[config.mk]
export PLATFORM = sky130hd
export DESIGN_NAME = vicu_top
export DESIGN_NICKNAME = d
export VERILOG_FILES = /design/src/vicu_pkg.sv /design/src/vicu_top.sv
export SDC_FILE = /design/constraint.sdc
export NUM_CORES = 2
export LEC_CHECK = 0
export CAP_MARGIN = 20
export CORE_ASPECT_RATIO = 0.75
export CORE_MARGIN = 2
export CORE_UTILIZATION = 58
export CTS_BUF_LIST = sky130_fd_sc_hd__clkbuf_16
export CTS_CLUSTER_SIZE = 16
export DETAILED_ROUTE_END_ITERATION = 10
export DONT_BUFFER_PORTS = 1
export PLACE_DENSITY = 0.75
export SETUP_SLACK_MARGIN = 0.2
export SYNTH_ARGS = -nofsm -noshare
export SYNTH_HDL_FRONTEND = slang
export SYNTH_SLANG_ARGS = --single-unit
[constraint.sdc]
create_clock -name i_clk_sys -period 45.2 [get_ports i_clk_sys]
set_input_delay 0 -clock i_clk_sys [delete_from_list [all_inputs] [get_ports i_clk_sys]]
set_output_delay 0 -clock i_clk_sys [all_outputs]
set_load 0.01 [all_outputs]
[src/vicu_pkg.sv]
package vicu_pkg;

	// ==========================================================
	// bus geometry
	localparam int          VICU_ADDR_W       = 12;
	localparam int          VICU_DATA_W       = 32;
	localparam int          VICU_CHANNELS     = 32;
	localparam int          VICU_PRIO_W       = 4;

	// ==========================================================
	// register offsets (byte addresses)
	localparam logic [11:0] VICU_RAW_STAT_OFF  = 12'h000;
	localparam logic [11:0] VICU_ENABLE_OFF    = 12'h004;
	localparam logic [11:0] VICU_FAST_SEL_OFF  = 12'h008;
	localparam logic [11:0] VICU_FAST_STAT_OFF = 12'h00C;
	localparam logic [11:0] VICU_NORM_STAT_OFF = 12'h010;
	localparam logic [11:0] VICU_VECT_ADDR_OFF = 12'h014;
	localparam logic [11:0] VICU_DEF_ADDR_OFF  = 12'h018;
	localparam logic [11:0] VICU_A_RISE_OFF    = 12'h040;
	localparam logic [11:0] VICU_A_FALL_OFF    = 12'h044;
	localparam logic [11:0] VICU_A_EDGE_OFF    = 12'h048;
	localparam logic [11:0] VICU_A_MASK_OFF    = 12'h04C;
	localparam logic [11:0] VICU_C_RISE_OFF    = 12'h050;
	localparam logic [11:0] VICU_C_FALL_OFF    = 12'h054;
	localparam logic [11:0] VICU_C_EDGE_OFF    = 12'h058;
	localparam logic [11:0] VICU_C_MASK_OFF    = 12'h05C;
	// per-channel tables: base plus four times the channel number
	localparam logic [11:0] VICU_PRIO_BASE     = 12'h100;
	localparam logic [11:0] VICU_VECT_BASE     = 12'h200;
	localparam int          VICU_TBL_LSB       = 7;

	// ==========================================================
	// reset values
	localparam logic [31:0] VICU_WORD_RST      = 32'h0000_0000;
	localparam logic [3:0]  VICU_PRIO_RST      = 4'hF;

	// ==========================================================
	// channel that carries the merged port edge requests
	localparam int          VICU_EXT3_CH_DEF   = 17;

endpackage

[src/vicu_top.sv]
`timescale 1ns/1ps
// Overview of operation
// - 32 request inputs, each programmable any time as fast or vectored class.
// - fast class always wins over any vectored request.
// - fast output is the OR of all active fast requests.
// - readable word shows which fast sources are requesting now.
// - non-fast requests are vectored and carry a programmable priority level.
// - equal priority vectored requests: lowest channel number is served first.
// - normal output is the OR of all active vectored requests.
// - readable register holds the handler address of the selected request.
// - any port A or port C pin can interrupt on rise, fall or both.
// - port edge requests merge onto the external line three channel input.
module vicu_top
	import vicu_pkg::*;
#(
	parameter int PORT_A_W = 32,
	parameter int PORT_C_W = 14,
	parameter int EXT3_CH  = VICU_EXT3_CH_DEF
)
(
	input  wire logic                   i_clk_sys,
	input  wire logic                   i_rst,
	// apb slave
	input  wire logic                   i_psel,
	input  wire logic                   i_penable,
	input  wire logic                   i_pwrite,
	input  wire logic [VICU_ADDR_W-1:0] i_paddr,
	input  wire logic [VICU_DATA_W-1:0] i_pwdata,
	output logic      [VICU_DATA_W-1:0] o_prdata,
	output logic                        o_pready,
	output logic                        o_pslverr,
	// peripheral request lines, same clock
	input  wire logic [31:0]            i_irq_req,
	// asynchronous port pins
	input  wire logic [PORT_A_W-1:0]    i_gpio_port_a,
	input  wire logic [PORT_C_W-1:0]    i_gpio_port_c,
	// core side
	output logic                        o_fast_interrupt_request,
	output logic                        o_normal_interrupt_request,
	output logic                        o_edge_irq
);

	// ==========================================================
	// registers
	logic [31:0]          enable_reg;
	logic [31:0]          fast_sel_reg;
	logic [31:0]          def_addr_reg;
	logic [31:0]          vect_addr_reg;
	logic [3:0]           prio_reg [VICU_CHANNELS];
	logic [31:0]          vect_reg [VICU_CHANNELS];
	logic [PORT_A_W-1:0]  a_rise_reg;
	logic [PORT_A_W-1:0]  a_fall_reg;
	logic [PORT_A_W-1:0]  a_edge_reg;
	logic [PORT_A_W-1:0]  a_mask_reg;
	logic [PORT_C_W-1:0]  c_rise_reg;
	logic [PORT_C_W-1:0]  c_fall_reg;
	logic [PORT_C_W-1:0]  c_edge_reg;
	logic [PORT_C_W-1:0]  c_mask_reg;
	logic [PORT_A_W-1:0]  a_sync1_reg;
	logic [PORT_A_W-1:0]  a_sync2_reg;
	logic [PORT_A_W-1:0]  a_prev_reg;
	logic [PORT_C_W-1:0]  c_sync1_reg;
	logic [PORT_C_W-1:0]  c_sync2_reg;
	logic [PORT_C_W-1:0]  c_prev_reg;
	logic [2:0]           arm_reg;
	logic                 fast_out_reg;
	logic                 norm_out_reg;
	logic                 edge_out_reg;
	logic [31:0]          prdata_reg;
	logic                 pslverr_reg;

	// ==========================================================
	// apb decode
	wire                  setup_rd   = i_psel & ~i_penable & ~i_pwrite;
	wire                  setup_any  = i_psel & ~i_penable;
	wire                  wr_en      = i_psel & i_penable & i_pwrite;
	wire [4:0]            tbl_idx    = i_paddr[6:2];
	wire                  word_ok    = (i_paddr[1:0] == 2'h0);
	wire                  in_prio    = word_ok
		& (i_paddr[11:VICU_TBL_LSB] == VICU_PRIO_BASE[11:VICU_TBL_LSB]);
	wire                  in_vect    = word_ok
		& (i_paddr[11:VICU_TBL_LSB] == VICU_VECT_BASE[11:VICU_TBL_LSB]);
	wire                  s_raw      = (i_paddr == VICU_RAW_STAT_OFF);
	wire                  s_en       = (i_paddr == VICU_ENABLE_OFF);
	wire                  s_fsel     = (i_paddr == VICU_FAST_SEL_OFF);
	wire                  s_fstat    = (i_paddr == VICU_FAST_STAT_OFF);
	wire                  s_nstat    = (i_paddr == VICU_NORM_STAT_OFF);
	wire                  s_vaddr    = (i_paddr == VICU_VECT_ADDR_OFF);
	wire                  s_daddr    = (i_paddr == VICU_DEF_ADDR_OFF);
	wire                  s_arise    = (i_paddr == VICU_A_RISE_OFF);
	wire                  s_afall    = (i_paddr == VICU_A_FALL_OFF);
	wire                  s_aedge    = (i_paddr == VICU_A_EDGE_OFF);
	wire                  s_amask    = (i_paddr == VICU_A_MASK_OFF);
	wire                  s_crise    = (i_paddr == VICU_C_RISE_OFF);
	wire                  s_cfall    = (i_paddr == VICU_C_FALL_OFF);
	wire                  s_cedge    = (i_paddr == VICU_C_EDGE_OFF);
	wire                  s_cmask    = (i_paddr == VICU_C_MASK_OFF);
	wire                  mapped     = s_raw | s_en | s_fsel | s_fstat | s_nstat | s_vaddr
		| s_daddr | s_arise | s_afall | s_aedge | s_amask | s_crise | s_cfall
		| s_cedge | s_cmask | in_prio | in_vect;

	// ==========================================================
	// port edge detection
	// no edges until the pin history has filled after reset
	wire                  edge_armed = arm_reg[2];
	wire [PORT_A_W-1:0]   a_evt = {PORT_A_W{edge_armed}}
		& ((a_sync2_reg & ~a_prev_reg & a_rise_reg)
		| (~a_sync2_reg & a_prev_reg & a_fall_reg));
	wire [PORT_C_W-1:0]   c_evt = {PORT_C_W{edge_armed}}
		& ((c_sync2_reg & ~c_prev_reg & c_rise_reg)
		| (~c_sync2_reg & c_prev_reg & c_fall_reg));
	wire [PORT_A_W-1:0]   a_clr = (wr_en & s_aedge) ? i_pwdata[PORT_A_W-1:0] : '0;
	wire [PORT_C_W-1:0]   c_clr = (wr_en & s_cedge) ? i_pwdata[PORT_C_W-1:0] : '0;
	// a new edge in the clearing cycle survives
	wire [PORT_A_W-1:0]   a_edge_next = (a_edge_reg & ~a_clr) | a_evt;
	wire [PORT_C_W-1:0]   c_edge_next = (c_edge_reg & ~c_clr) | c_evt;
	wire                  edge_pend = (|(a_edge_reg & a_mask_reg))
		| (|(c_edge_reg & c_mask_reg));

	// ==========================================================
	// request classification
	wire [31:0]           ext3_bit = 32'h1 << EXT3_CH;
	wire [31:0]           req_all  = i_irq_req | (edge_pend ? ext3_bit : 32'h0);
	wire [31:0]           req_act  = req_all & enable_reg;
	wire [31:0]           fast_act = req_act & fast_sel_reg;
	wire [31:0]           norm_act = req_act & ~fast_sel_reg;

	// ==========================================================
	// vectored arbitration: lower level value is more urgent
	logic [3:0]           best_prio;
	logic [4:0]           best_idx;
	logic                 best_hit;

	always_comb
	begin
		best_prio = VICU_PRIO_RST;
		best_idx  = 5'h00;
		best_hit  = 1'b0;
		for (int n = 0; n < VICU_CHANNELS; n++)
		begin
			// strict compare keeps the lower channel on a tie
			if (norm_act[n] && (!best_hit || prio_reg[n] < best_prio))
			begin
				best_prio = prio_reg[n];
				best_idx  = 5'(n);
				best_hit  = 1'b1;
			end
		end
	end

	wire [31:0]           vect_sel = best_hit ? vect_reg[best_idx] : def_addr_reg;

	// ==========================================================
	// read mux
	wire [31:0]           a_pad_edge = 32'(a_edge_reg);
	wire [31:0]           c_pad_edge = 32'(c_edge_reg);
	wire [31:0]           rd_mux =
		s_raw   ? req_all :
		s_en    ? enable_reg :
		s_fsel  ? fast_sel_reg :
		s_fstat ? fast_act :
		s_nstat ? norm_act :
		s_vaddr ? vect_addr_reg :
		s_daddr ? def_addr_reg :
		s_arise ? 32'(a_rise_reg) :
		s_afall ? 32'(a_fall_reg) :
		s_aedge ? a_pad_edge :
		s_amask ? 32'(a_mask_reg) :
		s_crise ? 32'(c_rise_reg) :
		s_cfall ? 32'(c_fall_reg) :
		s_cedge ? c_pad_edge :
		s_cmask ? 32'(c_mask_reg) :
		in_prio ? 32'(prio_reg[tbl_idx]) :
		in_vect ? vect_reg[tbl_idx] :
		32'h0000_0000;

	// ==========================================================
	// apb answer: data captured in setup, access lasts one cycle
	always_ff @(posedge i_clk_sys or posedge i_rst)
	begin
		if (i_rst)
		begin
			prdata_reg  <= VICU_WORD_RST;
			pslverr_reg <= 1'b0;
		end
		else if (setup_any)
		begin
			prdata_reg  <= setup_rd ? rd_mux : VICU_WORD_RST;
			pslverr_reg <= ~mapped;
		end
	end

	assign o_prdata  = prdata_reg;
	assign o_pready  = i_psel & i_penable;
	assign o_pslverr = i_psel & i_penable & pslverr_reg;

	// ==========================================================
	// control registers, written at the access edge
	always_ff @(posedge i_clk_sys or posedge i_rst)
	begin
		if (i_rst)
		begin
			enable_reg   <= VICU_WORD_RST;
			fast_sel_reg <= VICU_WORD_RST;
			def_addr_reg <= VICU_WORD_RST;
		end
		else if (wr_en)
		begin
			if (s_en)
				enable_reg <= i_pwdata;
			if (s_fsel)
				fast_sel_reg <= i_pwdata;
			if (s_daddr)
				def_addr_reg <= i_pwdata;
		end
	end

	// port A edge configuration
	always_ff @(posedge i_clk_sys or posedge i_rst)
	begin
		if (i_rst)
		begin
			a_rise_reg <= '0;
			a_fall_reg <= '0;
			a_mask_reg <= '0;
		end
		else if (wr_en)
		begin
			if (s_arise)
				a_rise_reg <= i_pwdata[PORT_A_W-1:0];
			if (s_afall)
				a_fall_reg <= i_pwdata[PORT_A_W-1:0];
			if (s_amask)
				a_mask_reg <= i_pwdata[PORT_A_W-1:0];
		end
	end

	// port C edge configuration
	always_ff @(posedge i_clk_sys or posedge i_rst)
	begin
		if (i_rst)
		begin
			c_rise_reg <= '0;
			c_fall_reg <= '0;
			c_mask_reg <= '0;
		end
		else if (wr_en)
		begin
			if (s_crise)
				c_rise_reg <= i_pwdata[PORT_C_W-1:0];
			if (s_cfall)
				c_fall_reg <= i_pwdata[PORT_C_W-1:0];
			if (s_cmask)
				c_mask_reg <= i_pwdata[PORT_C_W-1:0];
		end
	end

	// ==========================================================
	// per-channel priority and handler address tables
	genvar g;
	generate
		for (g = 0; g < VICU_CHANNELS; g++)
		begin : g_chan
			wire hit = wr_en & (tbl_idx == 5'(g));

			always_ff @(posedge i_clk_sys or posedge i_rst)
			begin
				if (i_rst)
				begin
					prio_reg[g] <= VICU_PRIO_RST;
					vect_reg[g] <= VICU_WORD_RST;
				end
				else
				begin
					if (hit && in_prio)
						prio_reg[g] <= i_pwdata[VICU_PRIO_W-1:0];
					if (hit && in_vect)
						vect_reg[g] <= i_pwdata;
				end
			end
		end
	endgenerate

	// ==========================================================
	// pin synchronisers and edge status
	always_ff @(posedge i_clk_sys or posedge i_rst)
	begin
		if (i_rst)
		begin
			a_sync1_reg <= '0;
			a_sync2_reg <= '0;
			a_prev_reg  <= '0;
			a_edge_reg  <= '0;
		end
		else
		begin
			a_sync1_reg <= i_gpio_port_a;
			a_sync2_reg <= a_sync1_reg;
			a_prev_reg  <= a_sync2_reg;
			a_edge_reg  <= a_edge_next;
		end
	end

	// port C pins
	always_ff @(posedge i_clk_sys or posedge i_rst)
	begin
		if (i_rst)
		begin
			c_sync1_reg <= '0;
			c_sync2_reg <= '0;
			c_prev_reg  <= '0;
			c_edge_reg  <= '0;
		end
		else
		begin
			c_sync1_reg <= i_gpio_port_c;
			c_sync2_reg <= c_sync1_reg;
			c_prev_reg  <= c_sync2_reg;
			c_edge_reg  <= c_edge_next;
		end
	end

	// marks the pin history as real three edges after reset
	always_ff @(posedge i_clk_sys or posedge i_rst)
	begin
		if (i_rst)
			arm_reg <= 3'h0;
		else
			arm_reg <= {arm_reg[1:0], 1'h1};
	end

	// ==========================================================
	// core outputs
	always_ff @(posedge i_clk_sys or posedge i_rst)
	begin
		if (i_rst)
		begin
			fast_out_reg  <= 1'b0;
			norm_out_reg  <= 1'b0;
			edge_out_reg  <= 1'b0;
			vect_addr_reg <= VICU_WORD_RST;
		end
		else
		begin
			fast_out_reg  <= |fast_act;
			norm_out_reg  <= |norm_act;
			edge_out_reg  <= edge_pend;
			vect_addr_reg <= vect_sel;
		end
	end

	assign o_fast_interrupt_request   = fast_out_reg;
	assign o_normal_interrupt_request = norm_out_reg;
	assign o_edge_irq                 = edge_out_reg;

endmodule

==> results.tsv <==
stage	metric	value	unit
status	outcome	complete, but fails checks	
status	failed_checks	negative hold slack	
floorplan	io_pins	164	
cells_and_area	design_area	102000	um^2
synthesis	synth_compound_area_frac	0.103	
cells_and_area	n_fill_cell	10700	
cells_and_area	multi_input_area	46300	um^2
route	via_count	74000	
synthesis	synth.largest_area_cell	dfrtp_1	
cells_and_area	area_delta_synth_final	15.2	%
synthesis	yosys_most_used_dff	dfrtp_1	
worst_setup_path	slowest_stage	or4_4	
cells_and_area	final_common_cell	dfrtp_1	
place	dp_hpwl	208000	um
cells_and_area	final_cell_mix	1512 x dfrtp_1, 1365 x mux2_2, 997 x nand2_1	
clock_tree	clk_latency	860	ps
sta	slew_violations	0	
pwr	p_leak	47.1	nW
place	place_congestion	1.02	
clock_tree	h-tree-depth	4	
global_route	track_usage	0.428	
synthesis	synthTopCellsByArea	dfrtp_1 43%, mux2_2 17%, mux4_2 9.1%, nand2_1 4.3%, dfstp_2 3.8%	
run	maxCapViolCount	0	
sta	layout_setup_ws	1760	ps
sta	holdWs	-84.3	ps
route	antenna_left	0	
cells_and_area	layout-drive-gt1-share	0.347	
worst_setup_path	rrSetupSlack	1760	ps
worst_setup_path	rr_endpoint	vect_addr_reg[6]$_DFF_PP0_	
synthesis	syn_area_per_cell	11.5	um^2
synthesis	async_flop_share	1.00	
floorplan	die_h	343	um
floorplan	rows	124	
clock_tree	clock-sinks	1641	
synthesis	synthDistinctLibCells	121	
worst_setup_path	path_max_fanout	8	
synthesis	synth_top_family_by_area	multiplexers	
sta	fin_crit_sh	0.961	
cells_and_area	seq_area	41200	um^2
worst_setup_path	worst_setup_path_start_kind	register	
synthesis	synth_seq_cells	1641	
synthesis	yosys.area_share.simple	0.102	
place	placed_cells	9408	
clock_tree	cts_root_buf	clkbuf_16	
worst_setup_path	end_kind	register	
worst_setup_path	cp.arrival	44150	ps
pwr	power_density	29.3	nW/um^2
floorplan	core-area	152000	um^2
sta	setup_violations	0	
hold_path	hp-class	in -> async	
sta	relSlewSlack	0.124	
worst_setup_path	rr_startpoint	fast_sel_reg[0]$_DFFE_PP0P_	
place	portBuffers	0	
sta	max_freq	23.0	MHz
clock_tree	clockBufferDepth	3	
synthesis	synth_mux_area_frac	0.291	
floorplan	die_w	456	um
sta	finClkSkew	63.5	ps
worst_setup_path	max_stage_delay	570	ps
worst_setup_path	path_class	reg -> reg	
route	vias_per_cell	7.35	
synthesis	synth_xor_area_frac	0.00118	
floorplan	dieArea	157000	um^2
synthesis	syn_area	88900	um^2
sta	hold_viol	21	
synthesis	yosys_warnings	0	
synthesis	synth_top_area_share	0.426	
global_route	antenna_found_initial	20	
clock_tree	cts_tree	yes	
global_route	grt_first_pass_wirelength	492000	um
synthesis	synth-edff-count	0	
cells_and_area	largest_reg_flops	1024	
synthesis	syn_nets	7879	
clock_tree	clkTransAtPathRegs	60	ps
synthesis	netlist_instances	7717	
route	drc_errors	0	
route	firstDrtPassIters	10	
synthesis	yosys.area_share.adder	0.00695	
synthesis	synth_seq_area_share	0.464	
clock_tree	numCtsBuffers	163	
global_route	overflow	0	
sta	min_period	43440	ps
place	pre_cts_ws	-1110	ps
route	routed_wl	345000	um
cells_and_area	nNetsFinal	8086	
worst_setup_path	rr_worst_depth	248	
worst_setup_path	crit_top_cell	ha_1	
pwr	ir_drop	0.0390	mV
cells_and_area	fin_cells	10100	
global_route	grt_max_degree	298	
place	post_dp_cell_area	91900	um^2
global_route	grt_pass1_vias	70900	
floorplan	start_util	0.584	
route	wl_per_cell	34.3	um
worst_setup_path	cp.required	45910	ps
route	drt_iter0_drc	12100	
sta	worst_pin_slew	1280	ps
==> worst max-delay path by stage <==
stage	from	end	slack, ps	cells past startpoint
after global routing	fast_sel_reg[0]$_DFFE_PP0P_	vect_addr_reg[29]$_DFF_PP0_	-380	249
after CTS	fast_sel_reg[0]$_DFFE_PP0P_	vect_addr_reg[13]$_DFF_PP0_	220	248
final	fast_sel_reg[0]$_DFFE_PP0P_	vect_addr_reg[6]$_DFF_PP0_	1760	248
after floorplan	fast_sel_reg[0]$_DFFE_PP0P_	vect_addr_reg[16]$_DFF_PP0_	-370	256
after detailed placement	fast_sel_reg[0]$_DFFE_PP0P_	vect_addr_reg[29]$_DFF_PP0_	-1110	250
after global placement	fast_sel_reg[0]$_DFFE_PP0P_	vect_addr_reg[29]$_DFF_PP0_	-10	249
==> routing by layer <==
metal  wire, um  track usage  part of all wire
met1     125000        0.567              0.36
met2     137000        0.572              0.40
met3      56200        0.193              0.16
met4      26000        0.262             0.075
met5        433       0.0172            0.0013
==> stage by stage <==
stage,power [W],util,TNS (ps)
after floorplan,0.00160,-,-10630
after global placement,0.00160,0.603,-10.1
after detailed placement,0.00160,0.603,-21220
after CTS,0.00299,0.660,0
after global routing,0.00307,0.673,-9470
final,0.00300,0.673,0
==> critical path: cells and delay by family, from the launching register on <==
family / cells / cell delay, ps
compound gates: 90 / 14580
simple gates: 82 / 13020
flops: 1 / 390
fa+ha+maj: 31 / 8230
buf+inv: 28 / 2520
mux: 17 / 4520
==> synthesized netlist by cell type, drive strengths merged (98+ instances only) <==
cell	count
mux2i	223
a21oi	227
dfrtp	1513
buf	181
nor2	369
clkbuf	426
a22oi	98
nand3	230
dfstp	128
mux4	360
o21ai	292
nand2	1013
mux2	1378
==> layout make-up <==
class	count	area share
multi-input cells	5378	0.452
flip-flops and latches	1641	0.402
repair buffers	647	0.0660
clock buffers	163	0.0398
well taps	2016	0.0246
clock inverters	129	0.0119
inverters	93	0.00347
diodes	10	0.000244
==> power by group <==
part           internal (W)  leakage, nW  switching (W)  total [W]
logic             0.0000495         22.3      0.0000936   0.000143
registers           0.00148         22.1     0.00000799    0.00149
clock network      0.000740         2.70       0.000635    0.00138
total               0.00227         47.1       0.000737    0.00300
==> what timing repair did <==
item / in CTS / in global routing
resized for setup: 40 / 206
hold endpoints to repair: 1762 / 0
buffers inserted: 5 / 66
cloned: 1 / 12
endpoints found under the setup margin: 32 / 32
pin swaps: 5 / 81
hold buffers: 275 / 0
==> cell families (layout without fill, tap and decap cells) <==
group                    after synthesis  in the layout
buffers and inverters                700           1032
XOR/XNOR                              12             12
flip-flops                          1641           1641
other                                  1             11
AO/OA/AOI/OAI                       1323           1323
adder cells (fa/ha/maj)               53             53
multiplexers                        1961           1962
AND/OR/NAND/NOR                     2026           2027
Power figures use the tool's default switching activity.
